[src/pcg_regs.vh]
// Register map, field positions, reset values and fixed rates of the PCM
// clock and frame-sync generator. Definitions only; included by pcg_core.v.
`ifndef PCG_REGS_VH
`define PCG_REGS_VH
// Byte addresses of the word registers.
`define PCG_ADDR_CFG      8'h00
`define PCG_ADDR_JIT      8'h04
`define PCG_ADDR_SCALE    8'h08
`define PCG_ADDR_GAIN     8'h0C
`define PCG_ADDR_STATUS   8'h10
// Reset values.
`define PCG_CFG_RST       32'h0080_0000
`define PCG_JIT_RST       32'h0808_0177
`define PCG_SCALE_RST     16'h0000
`define PCG_GAIN_RST      3'h0
// Main configuration word fields.
`define PCG_SLAVE         1
`define PCG_SHORT         2
`define PCG_SIGNX         4
`define PCG_LSBF          5
`define PCG_REL_EN        6
`define PCG_REL_RISE      7
`define PCG_SUPP          8
`define PCG_MUTE          10
`define PCG_FAST          11
`define PCG_LONG16        12
`define PCG_RATE_HI       22
`define PCG_RATE_LO       21
`define PCG_FMT_HI        28
`define PCG_FMT_LO        27
// Rate and format encodings.
`define PCG_RATE_128      2'h1
`define PCG_RATE_512      2'h2
`define PCG_FMT_13        2'h0
`define PCG_FMT_16        2'h1
`define PCG_FMT_8W        2'h2
`define PCG_FMT_8N        2'h3
// Low-jitter word fields and scale-select bit.
`define PCG_LIM_HI        12
`define PCG_RTE_HI        23
`define PCG_RTE_LO        16
`define PCG_DIV_HI        31
`define PCG_DIV_LO        24
`define PCG_SCALE_BIT     12
// Synthesis: 200 MHz system clock, 24 MHz unit; step 3/25 per cycle.
`define PCG_SYS_MUL       18'h00019
`define PCG_UNIT_MUL      18'h00003
// Fixed slow-source settings: limit and rates.
`define PCG_SLOW_LIM      13'h0177
`define PCG_SLOW_R128     8'h02
`define PCG_SLOW_R256     8'h04
`define PCG_SLOW_R512     8'h08
// Bits per 8 kHz frame at each slow rate.
`define PCG_FLEN_128      11'h010
`define PCG_FLEN_256      11'h020
`define PCG_FLEN_512      11'h040
// Sync pulse lengths, slot lengths, multiplier.
`define PCG_SYNC8         11'h008
`define PCG_SYNC16        11'h010
`define PCG_MULT8         3'h3
`define PCG_SLOT16        5'h10
`define PCG_SLOT8         5'h08
`endif

[src/pcg_core.v]
// PCM port configuration registers, bit clock / frame sync synthesis and
// the slot-zero serial shifter. Assumes an AHB-Lite master on clk_sys and
// an external codec whose pins are resolved by the surrounding pad logic.
//
// Summary of operation
// - Slow source offers 128/256/512 kHz, 8 kHz sync.
// - Bit 11 picks fast or slow synthesis source.
// - Fast bit clock is rate/limit times 24 MHz.
// - Frame is divider or eight times divider bits.
// - Jitter word: limit, rate, frame divider fields.
// - Fast long sync lasts 8 or 16 bits.
// - Bit 1 selects master generation or slave following.
// - Bit 2 selects rising or falling frame edge.
// - Bit 4 selects padding or sign extension.
// - Bit 5 selects MSB-first or LSB-first order.
// - Bit 6 releases output after last slot bit.
// - Bit 7 moves release to rising edge.
// - Bit 8 holds master sync low, clock runs.
// - Bit 10 forces every output data bit zero.
// - Rate field picks slow bit clock frequency.
// - Format field picks sample width and slot.
// - Main word resets to 0x00800000.
// - Active-slot field resets one, selects nothing.
//
// The AHB-Lite register port and the register addresses were left to the implementer.
`include "pcg_regs.vh"
`timescale 1ns/100ps
`default_nettype none

module pcg_core
(
  input  wire        clk_sys,     // System clock, 200 MHz.
  input  wire        rst,         // Asynchronous reset, active high.
  input  wire        hsel,
  input  wire [7:0]  haddr,
  input  wire [1:0]  htrans,
  input  wire        hwrite,
  input  wire [2:0]  hsize,
  input  wire [31:0] hwdata,
  input  wire        hready,
  output reg  [31:0] hrdata,
  output wire        hreadyout,
  output wire        hresp,
  input  wire        pcm_clk_i,   // Bit clock pin, input side.
  output reg         pcm_clk_o,
  output wire        pcm_clk_oe,
  input  wire        pcm_sync_i,  // Frame sync pin, input side.
  output reg         pcm_sync_o,
  output wire        pcm_sync_oe,
  input  wire        pcm_din,     // Serial receive data pin.
  output reg         pcm_dout,
  output reg         pcm_dout_oe,
  input  wire [15:0] tx_sample,   // Sample sent in the next slot.
  output reg         tx_take,     // Pulse: tx_sample was captured.
  output reg  [15:0] rx_sample,   // Last received sample.
  output reg         rx_valid     // Pulse: rx_sample updated.
);

  // =====================================================================
  // Slot state machine encodings
  // =====================================================================
  localparam [2:0] ST_IDLE  = 3'b001;  // Waiting for a frame.
  localparam [2:0] ST_ARMED = 3'b010;  // Slave saw sync, next rise starts.
  localparam [2:0] ST_SLOT  = 3'b100;  // Shifting slot zero.

  // Bit position inside the slot word for serial index k.
  function [3:0] bitpos;
    input [4:0] k;
    input       narrow;
    input       lsbf;
    begin
      if (lsbf)
        bitpos = k[3:0];
      else if (narrow)
        bitpos = 4'h7 - k[3:0];
      else
        bitpos = 4'hF - k[3:0];
    end
  endfunction

  // =====================================================================
  // Register file
  // =====================================================================
  reg  [31:0] cfg_r;     // Main configuration word.
  reg  [31:0] jit_r;     // Low-jitter divider word.
  reg  [15:0] scale_r;   // Frame divider scale word.
  reg  [2:0]  gain_r;    // Padding gain for 13-bit samples.
  reg         wr_pend_r; // Write data phase pending.
  reg  [7:0]  wr_addr_r; // Address captured in the address phase.
  reg  [7:0]  rd_addr;   // Address used for the read mux.
  reg  [2:0]  st_r;
  reg  [4:0]  k_r;
  reg  [10:0] fcnt_r;
  reg         sync_lvl_r;

  wire        addr_ok = hsel & hready & htrans[1];

  assign hreadyout = 1'b1;  // Zero wait states.
  assign hresp     = 1'b0;  // Always OKAY.

  // Capture write address phases; reads are answered in the data phase.
  always @(posedge clk_sys or posedge rst)
  begin
    if (rst)
    begin
      wr_pend_r <= 1'b0;
      wr_addr_r <= 8'h00;
    end
    else
    begin
      wr_pend_r <= addr_ok & hwrite;
      wr_addr_r <= haddr;
    end
  end

  // Store data phase writes; unmapped addresses are ignored.
  always @(posedge clk_sys or posedge rst)
  begin
    if (rst)
    begin
      cfg_r   <= `PCG_CFG_RST;
      jit_r   <= `PCG_JIT_RST;
      scale_r <= `PCG_SCALE_RST;
      gain_r  <= `PCG_GAIN_RST;
    end
    else if (wr_pend_r)
    begin
      case (wr_addr_r)
        `PCG_ADDR_CFG:   cfg_r   <= hwdata;
        `PCG_ADDR_JIT:   jit_r   <= hwdata;
        `PCG_ADDR_SCALE: scale_r <= hwdata[15:0];
        `PCG_ADDR_GAIN:  gain_r  <= hwdata[2:0];
        default:         gain_r  <= gain_r;
      endcase
    end
  end

  // Read data registered at the address phase; unmapped reads zero.
  always @*
  begin
    rd_addr = haddr;
  end

  always @(posedge clk_sys or posedge rst)
  begin
    if (rst)
      hrdata <= 32'h0000_0000;
    else if (addr_ok & ~hwrite)
    begin
      case (rd_addr)
        `PCG_ADDR_CFG:    hrdata <= cfg_r;
        `PCG_ADDR_JIT:    hrdata <= jit_r;
        `PCG_ADDR_SCALE:  hrdata <= {16'h0000, scale_r};
        `PCG_ADDR_GAIN:   hrdata <= {29'h0, gain_r};
        `PCG_ADDR_STATUS: hrdata <= {8'h00, sync_lvl_r, fcnt_r, k_r, 4'h0, st_r};
        default:          hrdata <= 32'h0000_0000;
      endcase
    end
  end

  // Decoded configuration fields.
  wire        slave  = cfg_r[`PCG_SLAVE];
  wire        short  = cfg_r[`PCG_SHORT];
  wire        fast   = cfg_r[`PCG_FAST];
  wire [1:0]  rsel   = cfg_r[`PCG_RATE_HI:`PCG_RATE_LO];
  wire [1:0]  fmt    = cfg_r[`PCG_FMT_HI:`PCG_FMT_LO];
  wire        narrow = (fmt == `PCG_FMT_8N);
  wire [4:0]  slen   = narrow ? `PCG_SLOT8 : `PCG_SLOT16;
  wire        lsbf   = cfg_r[`PCG_LSBF];

  // =====================================================================
  // Bit clock synthesis
  // =====================================================================
  reg  [12:0] lim;
  reg  [7:0]  rte;
  reg  [10:0] flen;
  reg  [10:0] slen_sync;
  reg  [17:0] acc_r;
  reg  [17:0] acc_nxt;
  reg         clk_gen_r;

  // Pick counter limit, rate, frame and sync length per source.
  always @*
  begin
    if (fast)
    begin
      lim = jit_r[`PCG_LIM_HI:0];
      rte = jit_r[`PCG_RTE_HI:`PCG_RTE_LO];
      if (scale_r[`PCG_SCALE_BIT])
        flen = {3'h0, jit_r[`PCG_DIV_HI:`PCG_DIV_LO]};
      else
        flen = {3'h0, jit_r[`PCG_DIV_HI:`PCG_DIV_LO]} << `PCG_MULT8;
      slen_sync = cfg_r[`PCG_LONG16] ? `PCG_SYNC16 : `PCG_SYNC8;
    end
    else
    begin
      lim = `PCG_SLOW_LIM;
      slen_sync = `PCG_SYNC8;
      case (rsel)
        `PCG_RATE_128:
        begin
          rte  = `PCG_SLOW_R128;
          flen = `PCG_FLEN_128;
        end
        `PCG_RATE_512:
        begin
          rte  = `PCG_SLOW_R512;
          flen = `PCG_FLEN_512;
        end
        default:
        begin
          rte  = `PCG_SLOW_R256;
          flen = `PCG_FLEN_256;
        end
      endcase
    end
  end

  // Phase accumulator in units of 1/25 of a 24 MHz tick.
  wire [17:0] modu = {5'h00, lim} * `PCG_SYS_MUL;
  wire [17:0] step = {10'h000, rte} * `PCG_UNIT_MUL;
  wire        gen_hi = (acc_nxt < {1'b0, modu[17:1]});

  always @*
  begin
    acc_nxt = acc_r + step;
    if (modu == 18'h00000)
      acc_nxt = 18'h00000;
    else if (acc_nxt >= modu)
      acc_nxt = acc_nxt - modu;
  end

  always @(posedge clk_sys or posedge rst)
  begin
    if (rst)
    begin
      acc_r     <= 18'h00000;
      clk_gen_r <= 1'b0;
    end
    else
    begin
      acc_r     <= acc_nxt;
      clk_gen_r <= gen_hi;
    end
  end

  wire m_rise = gen_hi & ~clk_gen_r;

  // =====================================================================
  // Pin input synchronisers: three flops, change once stages 2 and 3 agree
  // =====================================================================
  reg  [2:0] sy_clk_r;
  reg  [2:0] sy_sync_r;
  reg  [2:0] sy_din_r;
  reg        clk_lvl_r;
  wire       clk_lvl_nxt = (sy_clk_r[1] == sy_clk_r[2]) ? sy_clk_r[2] : clk_lvl_r;
  wire       sync_nxt    = (sy_sync_r[1] == sy_sync_r[2]) ? sy_sync_r[2] : sync_lvl_r;
  reg        din_lvl_r;

  always @(posedge clk_sys or posedge rst)
  begin
    if (rst)
    begin
      sy_clk_r   <= 3'h0;
      sy_sync_r  <= 3'h0;
      sy_din_r   <= 3'h0;
      clk_lvl_r  <= 1'b0;
      sync_lvl_r <= 1'b0;
      din_lvl_r  <= 1'b0;
    end
    else
    begin
      sy_clk_r   <= {sy_clk_r[1:0], pcm_clk_i};
      sy_sync_r  <= {sy_sync_r[1:0], pcm_sync_i};
      sy_din_r   <= {sy_din_r[1:0], pcm_din};
      clk_lvl_r  <= clk_lvl_nxt;
      sync_lvl_r <= sync_nxt;
      if (sy_din_r[1] == sy_din_r[2])
        din_lvl_r <= sy_din_r[2];
    end
  end

  // Bit clock edges from the generator or the followed pin.
  wire s_rise = clk_lvl_nxt & ~clk_lvl_r;
  wire s_fall = ~clk_lvl_nxt & clk_lvl_r;
  wire m_fall = ~gen_hi & clk_gen_r;
  wire rise   = slave ? s_rise : m_rise;
  wire fall   = slave ? s_fall : m_fall;

  // Slave frame edge: rising for long sync, falling for short.
  wire s_edge = short ? (~sync_nxt & sync_lvl_r) : (sync_nxt & ~sync_lvl_r);

  // =====================================================================
  // Master frame counter and sync output
  // =====================================================================
  wire [10:0] fcnt_nxt = (fcnt_r >= flen - 11'h001) ? 11'h000 : fcnt_r + 11'h001;
  wire        m_start  = m_rise & (fcnt_nxt == 11'h000);

  always @(posedge clk_sys or posedge rst)
  begin
    if (rst)
    begin
      fcnt_r     <= 11'h000;
      pcm_sync_o <= 1'b0;
      pcm_clk_o  <= 1'b0;
    end
    else
    begin
      pcm_clk_o <= gen_hi;
      if (m_rise)
      begin
        fcnt_r <= fcnt_nxt;
        if (cfg_r[`PCG_SUPP])
          pcm_sync_o <= 1'b0;
        else if (short)
          pcm_sync_o <= (fcnt_nxt == flen - 11'h001);
        else
          pcm_sync_o <= (fcnt_nxt < slen_sync);
      end
    end
  end

  assign pcm_clk_oe  = ~slave;
  assign pcm_sync_oe = ~slave;

  // =====================================================================
  // Slot-zero shifter
  // =====================================================================
  reg  [15:0] word;
  reg  [15:0] tx_word_r;
  reg  [15:0] rx_word_r;
  reg  [15:0] rx_full;
  reg  [15:0] word_rx;   // Received slot word as a sign-extended sample.
  wire        start  = slave ? (rise & st_r[2'd1]) : m_start;
  wire [4:0]  k_nxt  = k_r + 5'h01;
  wire        last   = (k_r == slen - 5'h01);
  wire        rel_en = cfg_r[`PCG_REL_EN];
  wire        mute   = cfg_r[`PCG_MUTE];

  // Format the outgoing sample into its slot word.
  always @*
  begin
    case (fmt)
      `PCG_FMT_13:
        if (cfg_r[`PCG_SIGNX])
          word = {{3{tx_sample[12]}}, tx_sample[12:0]};
        else
          word = {tx_sample[12:0], gain_r};
      `PCG_FMT_8W:
        if (cfg_r[`PCG_SIGNX])
          word = {{8{tx_sample[7]}}, tx_sample[7:0]};
        else
          word = {tx_sample[7:0], 8'h00};
      `PCG_FMT_8N:
        word = {8'h00, tx_sample[7:0]};
      default:
        word = tx_sample;
    endcase
  end

  // Unpack the received word into a sign-extended sample.
  always @*
  begin
    rx_full = rx_word_r;
    rx_full[bitpos(k_r, narrow, lsbf)] = din_lvl_r;
    if (fmt == `PCG_FMT_16)
      word_rx = rx_full;
    else if (fmt == `PCG_FMT_8N || (fmt == `PCG_FMT_8W && cfg_r[`PCG_SIGNX]))
      word_rx = {{8{rx_full[7]}}, rx_full[7:0]};
    else if (fmt == `PCG_FMT_8W)
      word_rx = {{8{rx_full[15]}}, rx_full[15:8]};
    else if (cfg_r[`PCG_SIGNX])
      word_rx = {{3{rx_full[12]}}, rx_full[12:0]};
    else
      word_rx = {{3{rx_full[15]}}, rx_full[15:3]};
  end

  // Slot sequencing: drive on rises, sample on falls.
  always @(posedge clk_sys or posedge rst)
  begin
    if (rst)
    begin
      st_r        <= ST_IDLE;
      k_r         <= 5'h00;
      tx_word_r   <= 16'h0000;
      rx_word_r   <= 16'h0000;
      rx_sample   <= 16'h0000;
      rx_valid    <= 1'b0;
      tx_take     <= 1'b0;
      pcm_dout    <= 1'b0;
      pcm_dout_oe <= 1'b1;
    end
    else
    begin
      tx_take  <= 1'b0;
      rx_valid <= 1'b0;
      if (!rel_en)
        pcm_dout_oe <= 1'b1;
      if (start)
      begin
        st_r        <= ST_SLOT;
        k_r         <= 5'h00;
        tx_word_r   <= word;
        tx_take     <= 1'b1;
        pcm_dout_oe <= 1'b1;
        pcm_dout    <= ~mute & word[bitpos(5'h00, narrow, lsbf)];
      end
      else
      begin
        case (st_r)
          ST_IDLE:
            // The codec moves sync on its clock rise, so arm on the edge itself.
            if (slave & s_edge)
              st_r <= ST_ARMED;
          ST_ARMED:
            if (~slave)
              st_r <= ST_IDLE;
          ST_SLOT:
          begin
            if (fall)
            begin
              rx_word_r <= rx_full;
              if (last)
              begin
                rx_sample <= word_rx;
                rx_valid  <= 1'b1;
                if (rel_en & ~cfg_r[`PCG_REL_RISE])
                  pcm_dout_oe <= 1'b0;
              end
            end
            if (rise)
            begin
              if (last)
              begin
                st_r     <= ST_IDLE;
                pcm_dout <= 1'b0;
                if (rel_en & cfg_r[`PCG_REL_RISE])
                  pcm_dout_oe <= 1'b0;
              end
              else
              begin
                k_r      <= k_nxt;
                pcm_dout <= ~mute & tx_word_r[bitpos(k_nxt, narrow, lsbf)];
              end
            end
          end
          default:
            st_r <= ST_IDLE;
        endcase
      end
    end
  end

endmodule // pcg_core

`default_nettype wire

[config.mk]
export PLATFORM = sky130hd
export DESIGN_NAME = pcg_core
export DESIGN_NICKNAME = d
export VERILOG_FILES = /design/src/pcg_core.v
export VERILOG_INCLUDE_DIRS = /design/src
export SDC_FILE = /design/constraint.sdc
export NUM_CORES = 1
export LEC_CHECK = 0
export BUFFER_PORTS_ARGS = -buffer_cell sky130_fd_sc_hd__buf_4
export CORE_MARGIN = 1
export CORE_UTILIZATION = 55
export CTS_CLUSTER_DIAMETER = 120
export DETAILED_ROUTE_END_ITERATION = 12
export PLACE_DENSITY = 0.85
export SETUP_SLACK_MARGIN = 0.5
export SYNTH_ARGS = -nofsm -noshare
export SYNTH_HDL_FRONTEND = slang
export SYNTH_SLANG_ARGS = --single-unit
[constraint.sdc]
create_clock -name clk_sys -period 8.1 [get_ports clk_sys]
set_input_delay 1.215 -clock clk_sys [delete_from_list [all_inputs] [get_ports clk_sys]]
set_output_delay 1.215 -clock clk_sys [all_outputs]
set_load 0.01 [all_outputs]
==> results.cfg, run 1 <==
[run_status]
status = finished, final reports clean

[cells_and_area]
layout_common_cells = dfrtp_1 (213), buf_4 (195), mux2_2 (114)
syn2layout_area_growth_pct = 22.3
multi_input_area_sq_um = 9690
regArea_sq_um = 5700
final_common_cell = dfrtp_1
final_cell_area_sq_um = 18700
final_nets = 1925
fill_cells = 1840
fin_cells = 2126
drive_gt1_frac = 0.300

[logic_synthesis]
ys_types = 91
synth_edf_count = 0
postSynthAreaPerCell_sq_um = 9.75
synth_nets = 1761
synth_area_sq_um = 15300
synth_ff_type = dfrtp_1
synth_warnings = 0
yosys_register_bits = 227
async_flop_share = 1.00
yosysSeqAreaShare = 0.372
syn_inst = 1570

[global_routing]
grt_pass1_wl_um = 65600
grt_overflow_total = 0
grt_pass1_vias = 12900
grt_antenna_before_repair = 2
grt_start_max_net_pins = 90
grt_usage = 0.286

[worst_hold_path]
hold_path.class = register to register
holdPathStages = 0
worstHoldStart = sy_sync_r[0]$_DFF_PP0_

[worst_setup_path]
cp.arrival_ns = 8.13
crit_family = compound AO/OA/AOI/OAI gates
rrSetupSlack_ns = 0.40
slowest_stage = or3b_4
worst_path_most_repeated_cell = ha_1
path_max_fanout = 8
start_kind = register
cp.depth = 33
crit_buf_inv = 5
crit_path_end_kind = register
r2r_cells = 33
critPathLaunch = cfg_r[11]$_DFFE_PP0P_
cp_slowest_stage_delay_ns = 0.48
reg2reg_from = cfg_r[11]$_DFFE_PP0P_
cp_data_required_time_ns = 8.53
worstSetupPathType = register to register

[timing]
tns_ns = 0
setup_viol = 0
period_minus_slack_ns = 7.70
slew_headroom = 0.114
rsz0062_at_grt = true
skew_ns = 0.0190
whs_ns = 0.351
fin_crit_sh = 0.951
hold_violations = 0
fmax_mhz = 130
worstMarginPinSlew_ns = 1.32
maxSlewViolCount = 0

[detailed_routing]
routed_via_density = 6.23
ant_nets = 0
vias = 13200
dr.pass1.iters = 9
wl_per_cell_um = 20.5
drc = 0
routed_wl_um = 43500
drtIter0Drc = 1239

[floorplan]
ios = 127
die_area_sq_um = 28500
die_w_um = 169
start_util = 0.565
die_h_um = 169
core_sq_um = 27100
rows = 60

[power_and_ir_drop]
power.density_nw_per_um2 = 252
leakagePower_nw = 8.71
peakVddDrop_v = 0.000216

[cts]
clk_latency_ns = 0.55
cts_root_buf = clkbuf_16
clkSinkCount = 227
clockBufferDepth = 3
clk_pin_slew_ns = 0.06
cts_buffers = 25
htree_num_levels = 1
cts_tree = done

[placed_design]
gp_congestion = 0.920
dp_hpwl_um = 29200
placedCellCount = 2024
portBuffers = 120
placed_area_sq_um = 16900

[job]
max-cap-violations = 0
-- power breakdown --
part / internal, mW / switching, mW
clock: 0.649 / 0.478
combinational: 0.989 / 1.23
sequential: 1.27 / 0.106
-- cell type report --
cell class,instances,share of cell area
clock inverters,11,0.00541
flip-flops and latches,227,0.304
clock buffers,34,0.0379
repair buffers,207,0.0896
multi-input cells,1174,0.517
diodes,2,0.000267
inverters,99,0.0202
well taps,372,0.0249
-- state kept, by name, indices dropped and copies added (netlist names), 5 cells and up --
register,flops
cfg_r,32
hrdata,32
jit_r,32
acc_r,18
rx_sample,16
rx_word_r,16
scale_r,16
tx_word_r,16
fcnt_r,11
wr_addr_r,8
k_r,5
-- what timing repair did --
action,in CTS,in global routing
hold buffers,0,0
gates cloned,1,4
buffers inserted,29,21
resized for setup,39,74
endpoints found under the setup margin,70,69
pin swaps,16,40
-- layer usage --
metal / global-route usage / part of all wire
met1: 0.366 / 0.40
met2: 0.495 / 0.49
met3: 0.0421 / 0.072
met4: 0.0945 / 0.033
met5: 0 / 0
-- path summary, 6_finish.rpt --
| kind | end |
|---|---|
| hold / removal | sy_sync_r[1]$_DFF_PP0_ |
| setup reg to reg | rx_sample[9]$_DFFE_PP0P_ |
| hold reg to reg | sy_sync_r[1]$_DFF_PP0_ |
| setup / recovery | rx_sample[9]$_DFFE_PP0P_ |
| max in group asynchronous | cfg_r[22]$_DFFE_PP0P_ |
| min in group asynchronous | sy_sync_r[0]$_DFF_PP0_ |
-- worst register-to-register path: cells and delay by family (launching register included) --
| family | cells | cell delay (ns) |
|---|---|---|
| mux | 2 | 0.50 |
| buf+inv | 5 | 0.59 |
| fa+ha+maj | 6 | 2.00 |
| flops | 1 | 0.43 |
| compound gates | 11 | 2.31 |
| simple gates | 9 | 1.75 |
-- logic make-up after synthesis --
kind of cell,share of synthesized area
adders and majority gates,0.107
other,0.000491
DFF,0.372
muxes,0.136
AOI/OAI and AO/OA,0.163
xor gates and xnor gates,0.0411
buffers and inverters,0.0453
and+or+nand+nor,0.136
-- metrics by stage --
stage | power, mW | setup slack, ns | utilization
after global routing | 4.98 | 0.166 | 0.691
after global placement | 3.21 | -0.0205 | 0.623
after floorplan | 2.82 | 0.332 | -
after CTS | 4.55 | 0.493 | 0.669
after detailed placement | 3.30 | -0.251 | 0.623
final | 4.72 | 0.396 | 0.691
-- synth_stat cells, drive strengths merged (7+ instances only) --
library cell / count / area [sq um]
nand2: 115 / 434
clkbuf: 58 / 218
o21ai: 90 / 454
ha: 109 / 1360
nand3b: 14 / 105
nor4: 7 / 43.8
nor3b: 16 / 120
o22ai: 8 / 50.1
a211oi: 15 / 128
nor3: 19 / 95.1
a222oi: 15 / 150
a21oi: 103 / 515
nand2b: 23 / 144
nand4: 17 / 106
nor2b: 17 / 114
o21bai: 9 / 67.6
inv: 99 / 372
a22oi: 25 / 188
o21a: 10 / 75.1
mux2: 136 / 1560
buf: 14 / 104
mux2i: 43 / 430
dfrtp: 215 / 5380
fa: 13 / 260
and2: 8 / 50.1
a21o: 31 / 233
xor2: 33 / 289
nand3: 38 / 203
xnor2: 38 / 340
or2: 10 / 62.6
nor2: 109 / 409
dfstp: 12 / 315
a31oi: 17 / 106
(Power assumes the default switching activity.)
==> run 2: changes to the inputs <==
Settings changed: CORE_UTILIZATION 55 to 35, PLACE_DENSITY 0.85 to 0.61.
==> run 2 against run 1 <==
  * Total power grew 2.2%
  * Clock skew hardly changed
  * Largest cell class unchanged
  * Critical path type unchanged
  * Cell area increased by 2.7%
  * Final cell count up 11%
  * Clock power grew 5%
==> results.cfg, run 2 (synthesis results as in run 1) <==
[run_status]
status = finished, final reports clean

[placed_design]
placedCellCount = 2255
gp_congestion = 0.914
portBuffers = 120
placed_area_sq_um = 17300
dp_hpwl_um = 31700

[cells_and_area]
n_antenna_cell = 0
final_common_cell = dfrtp_1
reg_top3 = cfg_r x32, hrdata x32, jit_r x32
layout_common_cells = dfrtp_1 (214), buf_4 (208), mux2_2 (112)
fin_cells = 2353
utilization = 0.446
final_cell_area_sq_um = 19200
final_nets = 1940
drive_gt1_frac = 0.309
syn2layout_area_growth_pct = 25.6

[floorplan]
start_util = 0.355
die_area_sq_um = 44600
die_w_um = 211
die_h_um = 211
ios = 127
core_sq_um = 43100
rows = 76

[worst_hold_path]
worstHoldStart = sy_din_r[0]$_DFF_PP0_
hold_path.class = register to register

[global_routing]
grt_use_met2 = 0.329
grt_antenna_before_repair = 1
grt_pass1_wl_um = 69400
grt_use_met3 = 0.0265
grt_overflow_total = 0
grt_pass1_vias = 12600
grt_usage = 0.196
busiest_layer = met2
grt_start_max_net_pins = 95
use_met1 = 0.267

[timing]
fin_crit_sh = 0.930
slew_headroom = 0.0627
skew_ns = 0.0191
hold_violations = 0
tns_ns = 0
period_minus_slack_ns = 7.54
setup_viol = 0
rsz0062_at_grt = true
maxSlewViolCount = 0
worstMarginPinSlew_ns = 1.40
fmax_mhz = 133

[cts]
clockBufferDepth = 3
clk_pin_slew_ns = 0.06
clkSinkCount = 227
htree_num_levels = 1
cts_tree = done
clk_latency_ns = 0.56
cts_root_buf = clkbuf_16
cts_buffers = 25

[worst_setup_path]
critPathLaunch = cfg_r[11]$_DFFE_PP0P_
slowest_stage = dfrtp_2
path_max_fanout = 8
reg2reg_from = cfg_r[11]$_DFFE_PP0P_
worst_path_most_repeated_cell = ha_4
cp.arrival_ns = 7.98
worstSetupPathType = register to register
start_kind = register
cp_data_required_time_ns = 8.54
crit_path_end_kind = register
rrSetupSlack_ns = 0.56
cp_slowest_stage_delay_ns = 0.49

[detailed_routing]
drc = 0
routed_via_density = 5.41
ant_nets = 0
drtIter0Drc = 843
vias = 12700
routed_wl_um = 44200
dr.pass1.iters = 5
wl_per_cell_um = 18.8

[power_and_ir_drop]
seqPwrFrac = 0.285
clock_power_share = 0.247
switching_share = 0.374
power.internal_mw = 3.02
combPwrFrac = 0.468
peakVddDrop_v = 0.000226
power.density_nw_per_um2 = 251
leakagePower_nw = 8.81
netSwitchingPower_mw = 1.81
finalPower_mw = 4.82

[job]
max-cap-violations = 0
run 2: worst paths after layout:
kind                                                 end  cells after the start
worst min register to register     sy_din_r[1]$_DFF_PP0_                      0
max in group asynchronous         hrdata[16]$_DFFE_PP0P_                      3
worst min-delay path               sy_din_r[1]$_DFF_PP0_                      0
worst max-delay path            rx_sample[8]$_DFFE_PP0P_                     34
worst max register to register  rx_sample[8]$_DFFE_PP0P_                     34
min in group asynchronous       tx_word_r[5]$_DFFE_PP0N_                      2
run 2: what timing repair did:
item | in CTS | in global routing
hold buffers | 0 | 0
setup endpoints to repair | 70 | 71
setup buffers | 19 | 28
resized for setup | 34 | 91
hold endpoints to repair | 0 | 0
pin swaps | 16 | 24
gates cloned | 2 | 3
run 2: layout make-up:
| type | count | area [sq um] |
|---|---|---|
| flip-flops and latches | 227 | 5700 |
| fillers | 4033 | 23800 |
| repair buffers | 223 | 1840 |
| inverters | 99 | 379 |
| well taps | 585 | 732 |
| clock inverters | 7 | 100 |
| multi-input cells | 1173 | 9730 |
| clock buffers | 39 | 758 |
run 2: layer usage:
metal / share of wire / vias to the layer above
met4: 0.019 / 2
met5: 0.00038 / -
li1: - / 6012
met3: 0.047 / 57
met2: 0.48 / 328
met1: 0.45 / 6339
run 2: worst max-delay path: cells and delay by family, from the launching register on:
| family | cells | cell delay, ns |
|---|---|---|
| flip-flops | 1 | 0.49 |
| AND/OR/NAND/NOR | 5 | 0.82 |
| adder cells (fa/ha/maj) | 6 | 1.84 |
| multiplexers | 2 | 0.49 |
| AO/OA/AOI/OAI | 14 | 2.91 |
| buffers and inverters | 7 | 0.85 |
run 2: per-stage QoR:
stage	worst slack [ns]	hold slack, ns
after global placement	0.0328	0.335
after floorplan	0.332	0.331
final	0.563	0.349
after detailed placement	-0.0916	0.340
after CTS	0.505	0.354
after global routing	0.242	0.371
run 2: power by group through the flow:
stage          Combinational (mW)  Sequential [mW]  Clock [mW]
2_1_floorplan                1.48             1.35           0
3_3_place_gp                 1.93             1.39           0
3_5_place_dp                 1.98             1.39           0
4_1_cts                      2.09             1.37        1.22
5_1_grt                      2.51             1.39        1.26
6_report                     2.26             1.38        1.19
==> run 3: changes to the inputs <==
Settings changed: CTS_CLUSTER_DIAMETER 120 to default, GPL_TIMING_DRIVEN from default to 0, MAX_ROUTING_LAYER from default to met4.
==> run 3 against run 2 <==
  * Register-to-register slack lost 0.50 ns
  * Cell area up 4.5%
  * Sequential share of layout area shrank 1.3 points
  * Clock skew is 0.0053 ns lower
  * Global-route usage is 2.3 points higher
  * Non-clock buffer count is 88 higher
  * Combinational power is 42% higher
  * Count of clock-buffer cells in the layout fell by 4
  * First-iteration DRC count rose by 3.4%
  * Utilization rose by 2.0 points
  * Total power rose by 20%
  * Largest power group unchanged
==> results.cfg, run 3 (synthesis results as in run 1) <==
[cts]
clockBufferDepth = 3
cts_buffers = 27
clkSinkCount = 227
clk_latency_ns = 0.57
clk_pin_slew_ns = 0.06
htree_num_levels = 1
cts_root_buf = clkbuf_16
cts_hold_buf = 0
cts_tree = done

[timing]
fin_crit_sh = 0.992
rsz0062_at_grt = true
timing.final.ws_setup_ns = 0.0670
slew_headroom = 0.0598
hold_violations = 0
maxSlewViolCount = 0
worstMarginPinSlew_ns = 1.41
period_minus_slack_ns = 8.03
fmax_mhz = 124
skew_ns = 0.0138
setup_viol = 0
whs_ns = 0.347

[cells_and_area]
drive_gt1_frac = 0.328
reg_top3 = cfg_r x32, hrdata x32, jit_r x32
final_common_cell = dfrtp_1
layout_common_cells = dfrtp_1 (214), buf_4 (191), mux2_2 (105)
syn2layout_area_growth_pct = 31.3
final_nets = 2029
fin_cells = 2448
final_cell_area_sq_um = 20100

[global_routing]
grt_pass1_wl_um = 73900
use_met1 = 0.278
grt_use_met3 = 0.0428
grt_start_max_net_pins = 128
grt_usage = 0.219
grt_overflow_total = 0
busiest_layer = met2
grt_pass1_vias = 13300
grt_use_met2 = 0.355
grt_antenna_before_repair = 4

[worst_hold_path]
hold_path.class = register to register

[floorplan]
die_area_sq_um = 44600
start_util = 0.355
ios = 127
die_w_um = 211
core_sq_um = 43100
die_h_um = 211
rows = 76

[placed_design]
gp_congestion = 0.919
portBuffers = 120
pre_cts_slack_ns = -1.14
placedCellCount = 2277
placed_area_sq_um = 17300
dp_hpwl_um = 35200

[worst_setup_path]
cp.arrival_ns = 8.48
worst_path_most_repeated_cell = ha_4
cp_data_required_time_ns = 8.54
crit_path_end_kind = register
crit_buf_inv = 10
crit_family = compound AO/OA/AOI/OAI gates
path_max_fanout = 10
start_kind = register
worstSetupPathType = register to register
slowest_stage = fa_1
cp_slowest_stage_delay_ns = 0.48

[power_and_ir_drop]
netSwitchingPower_mw = 2.17
seqPwrFrac = 0.235
finalPower_mw = 5.79
leakagePower_nw = 9.17
combPwrFrac = 0.555
power.internal_mw = 3.62
peakVddDrop_v = 0.000248
switching_share = 0.374
power.density_nw_per_um2 = 288
clock_power_share = 0.211

[detailed_routing]
routed_wl_um = 48000
drc = 0
drtIter0Drc = 872
vias = 13200
ant_nets = 0
dr.pass1.iters = 6
wl_per_cell_um = 19.6
routed_via_density = 5.38

[job]
max-cap-violations = 0

[run_status]
status = finished, final reports clean
run 3: layer usage:
metal,routed length (um),vias up
met4,1180,0
met3,3010,78
met1,20600,6503
li1,-,6209
met5,0,-
met2,23100,386
run 3: repair_timing:
action,4_1_cts,5_1_grt
endpoints found under the setup margin,72,73
gates resized for setup,101,129
pin swaps,47,48
cloned,5,1
buffers inserted,88,23
run 3: final timing paths:
path	to	startpoint	slack (ns)	cells after the start
worst max register to register	rx_sample[1]$_DFFE_PP0P_	cfg_r[11]$_DFFE_PP0P_	0.07	39
max in group asynchronous	acc_r[15]$_DFF_PP0_	rst	6.27	3
worst min-delay path	sy_sync_r[1]$_DFF_PP0_	sy_sync_r[0]$_DFF_PP0_	0.35	0
min in group asynchronous	rx_sample[13]$_DFFE_PP0P_	rst	0.76	2
worst max-delay path	rx_sample[1]$_DFFE_PP0P_	cfg_r[11]$_DFFE_PP0P_	0.07	39
worst min register to register	sy_sync_r[1]$_DFF_PP0_	sy_sync_r[0]$_DFF_PP0_	0.35	0
run 3: metrics by stage:
step | TNS (ns) | utilization
after detailed placement | -63.65 | 0.402
after CTS | 0 | 0.450
after global placement | -483.07 | 0.401
after floorplan | 0 | -
after global routing | -7.93 | 0.466
final | 0 | 0.466
run 3: area by class of cell:
| type | count | area, sq um |
|---|---|---|
| timing repair buffer | 239 | 2080 |
| buffer | 72 | 479 |
| antenna | 4 | 10.0 |
| inverter | 99 | 379 |
| sequential | 227 | 5700 |
| clock buffer | 35 | 746 |
| fill | 4033 | 23000 |
| clock inverter | 15 | 146 |
| multi-input combinational | 1172 | 9830 |
| tap | 585 | 732 |
run 3: worst reg2reg max path, delay by kind of cell, from the launching register on:
kind | cells | cell delay [ns]
AOI/OAI and AO/OA | 11 | 2.17
xor gates and xnor gates | 1 | 0.24
adders and majority gates | 6 | 1.92
buffers and inverters | 10 | 1.28
DFF | 1 | 0.42
muxes | 2 | 0.48
and+or+nand+nor | 9 | 1.38
run 3: power by group through the flow:
stage | Combinational (mW) | Clock [mW] | Sequential (mW)
2_1_floorplan | 1.48 | 0 | 1.35
3_5_place_dp | 1.94 | 0 | 1.37
5_1_grt | 3.48 | 1.29 | 1.37
6_report | 3.22 | 1.22 | 1.36
4_1_cts | 2.57 | 1.25 | 1.36
3_3_place_gp | 1.91 | 0 | 1.37
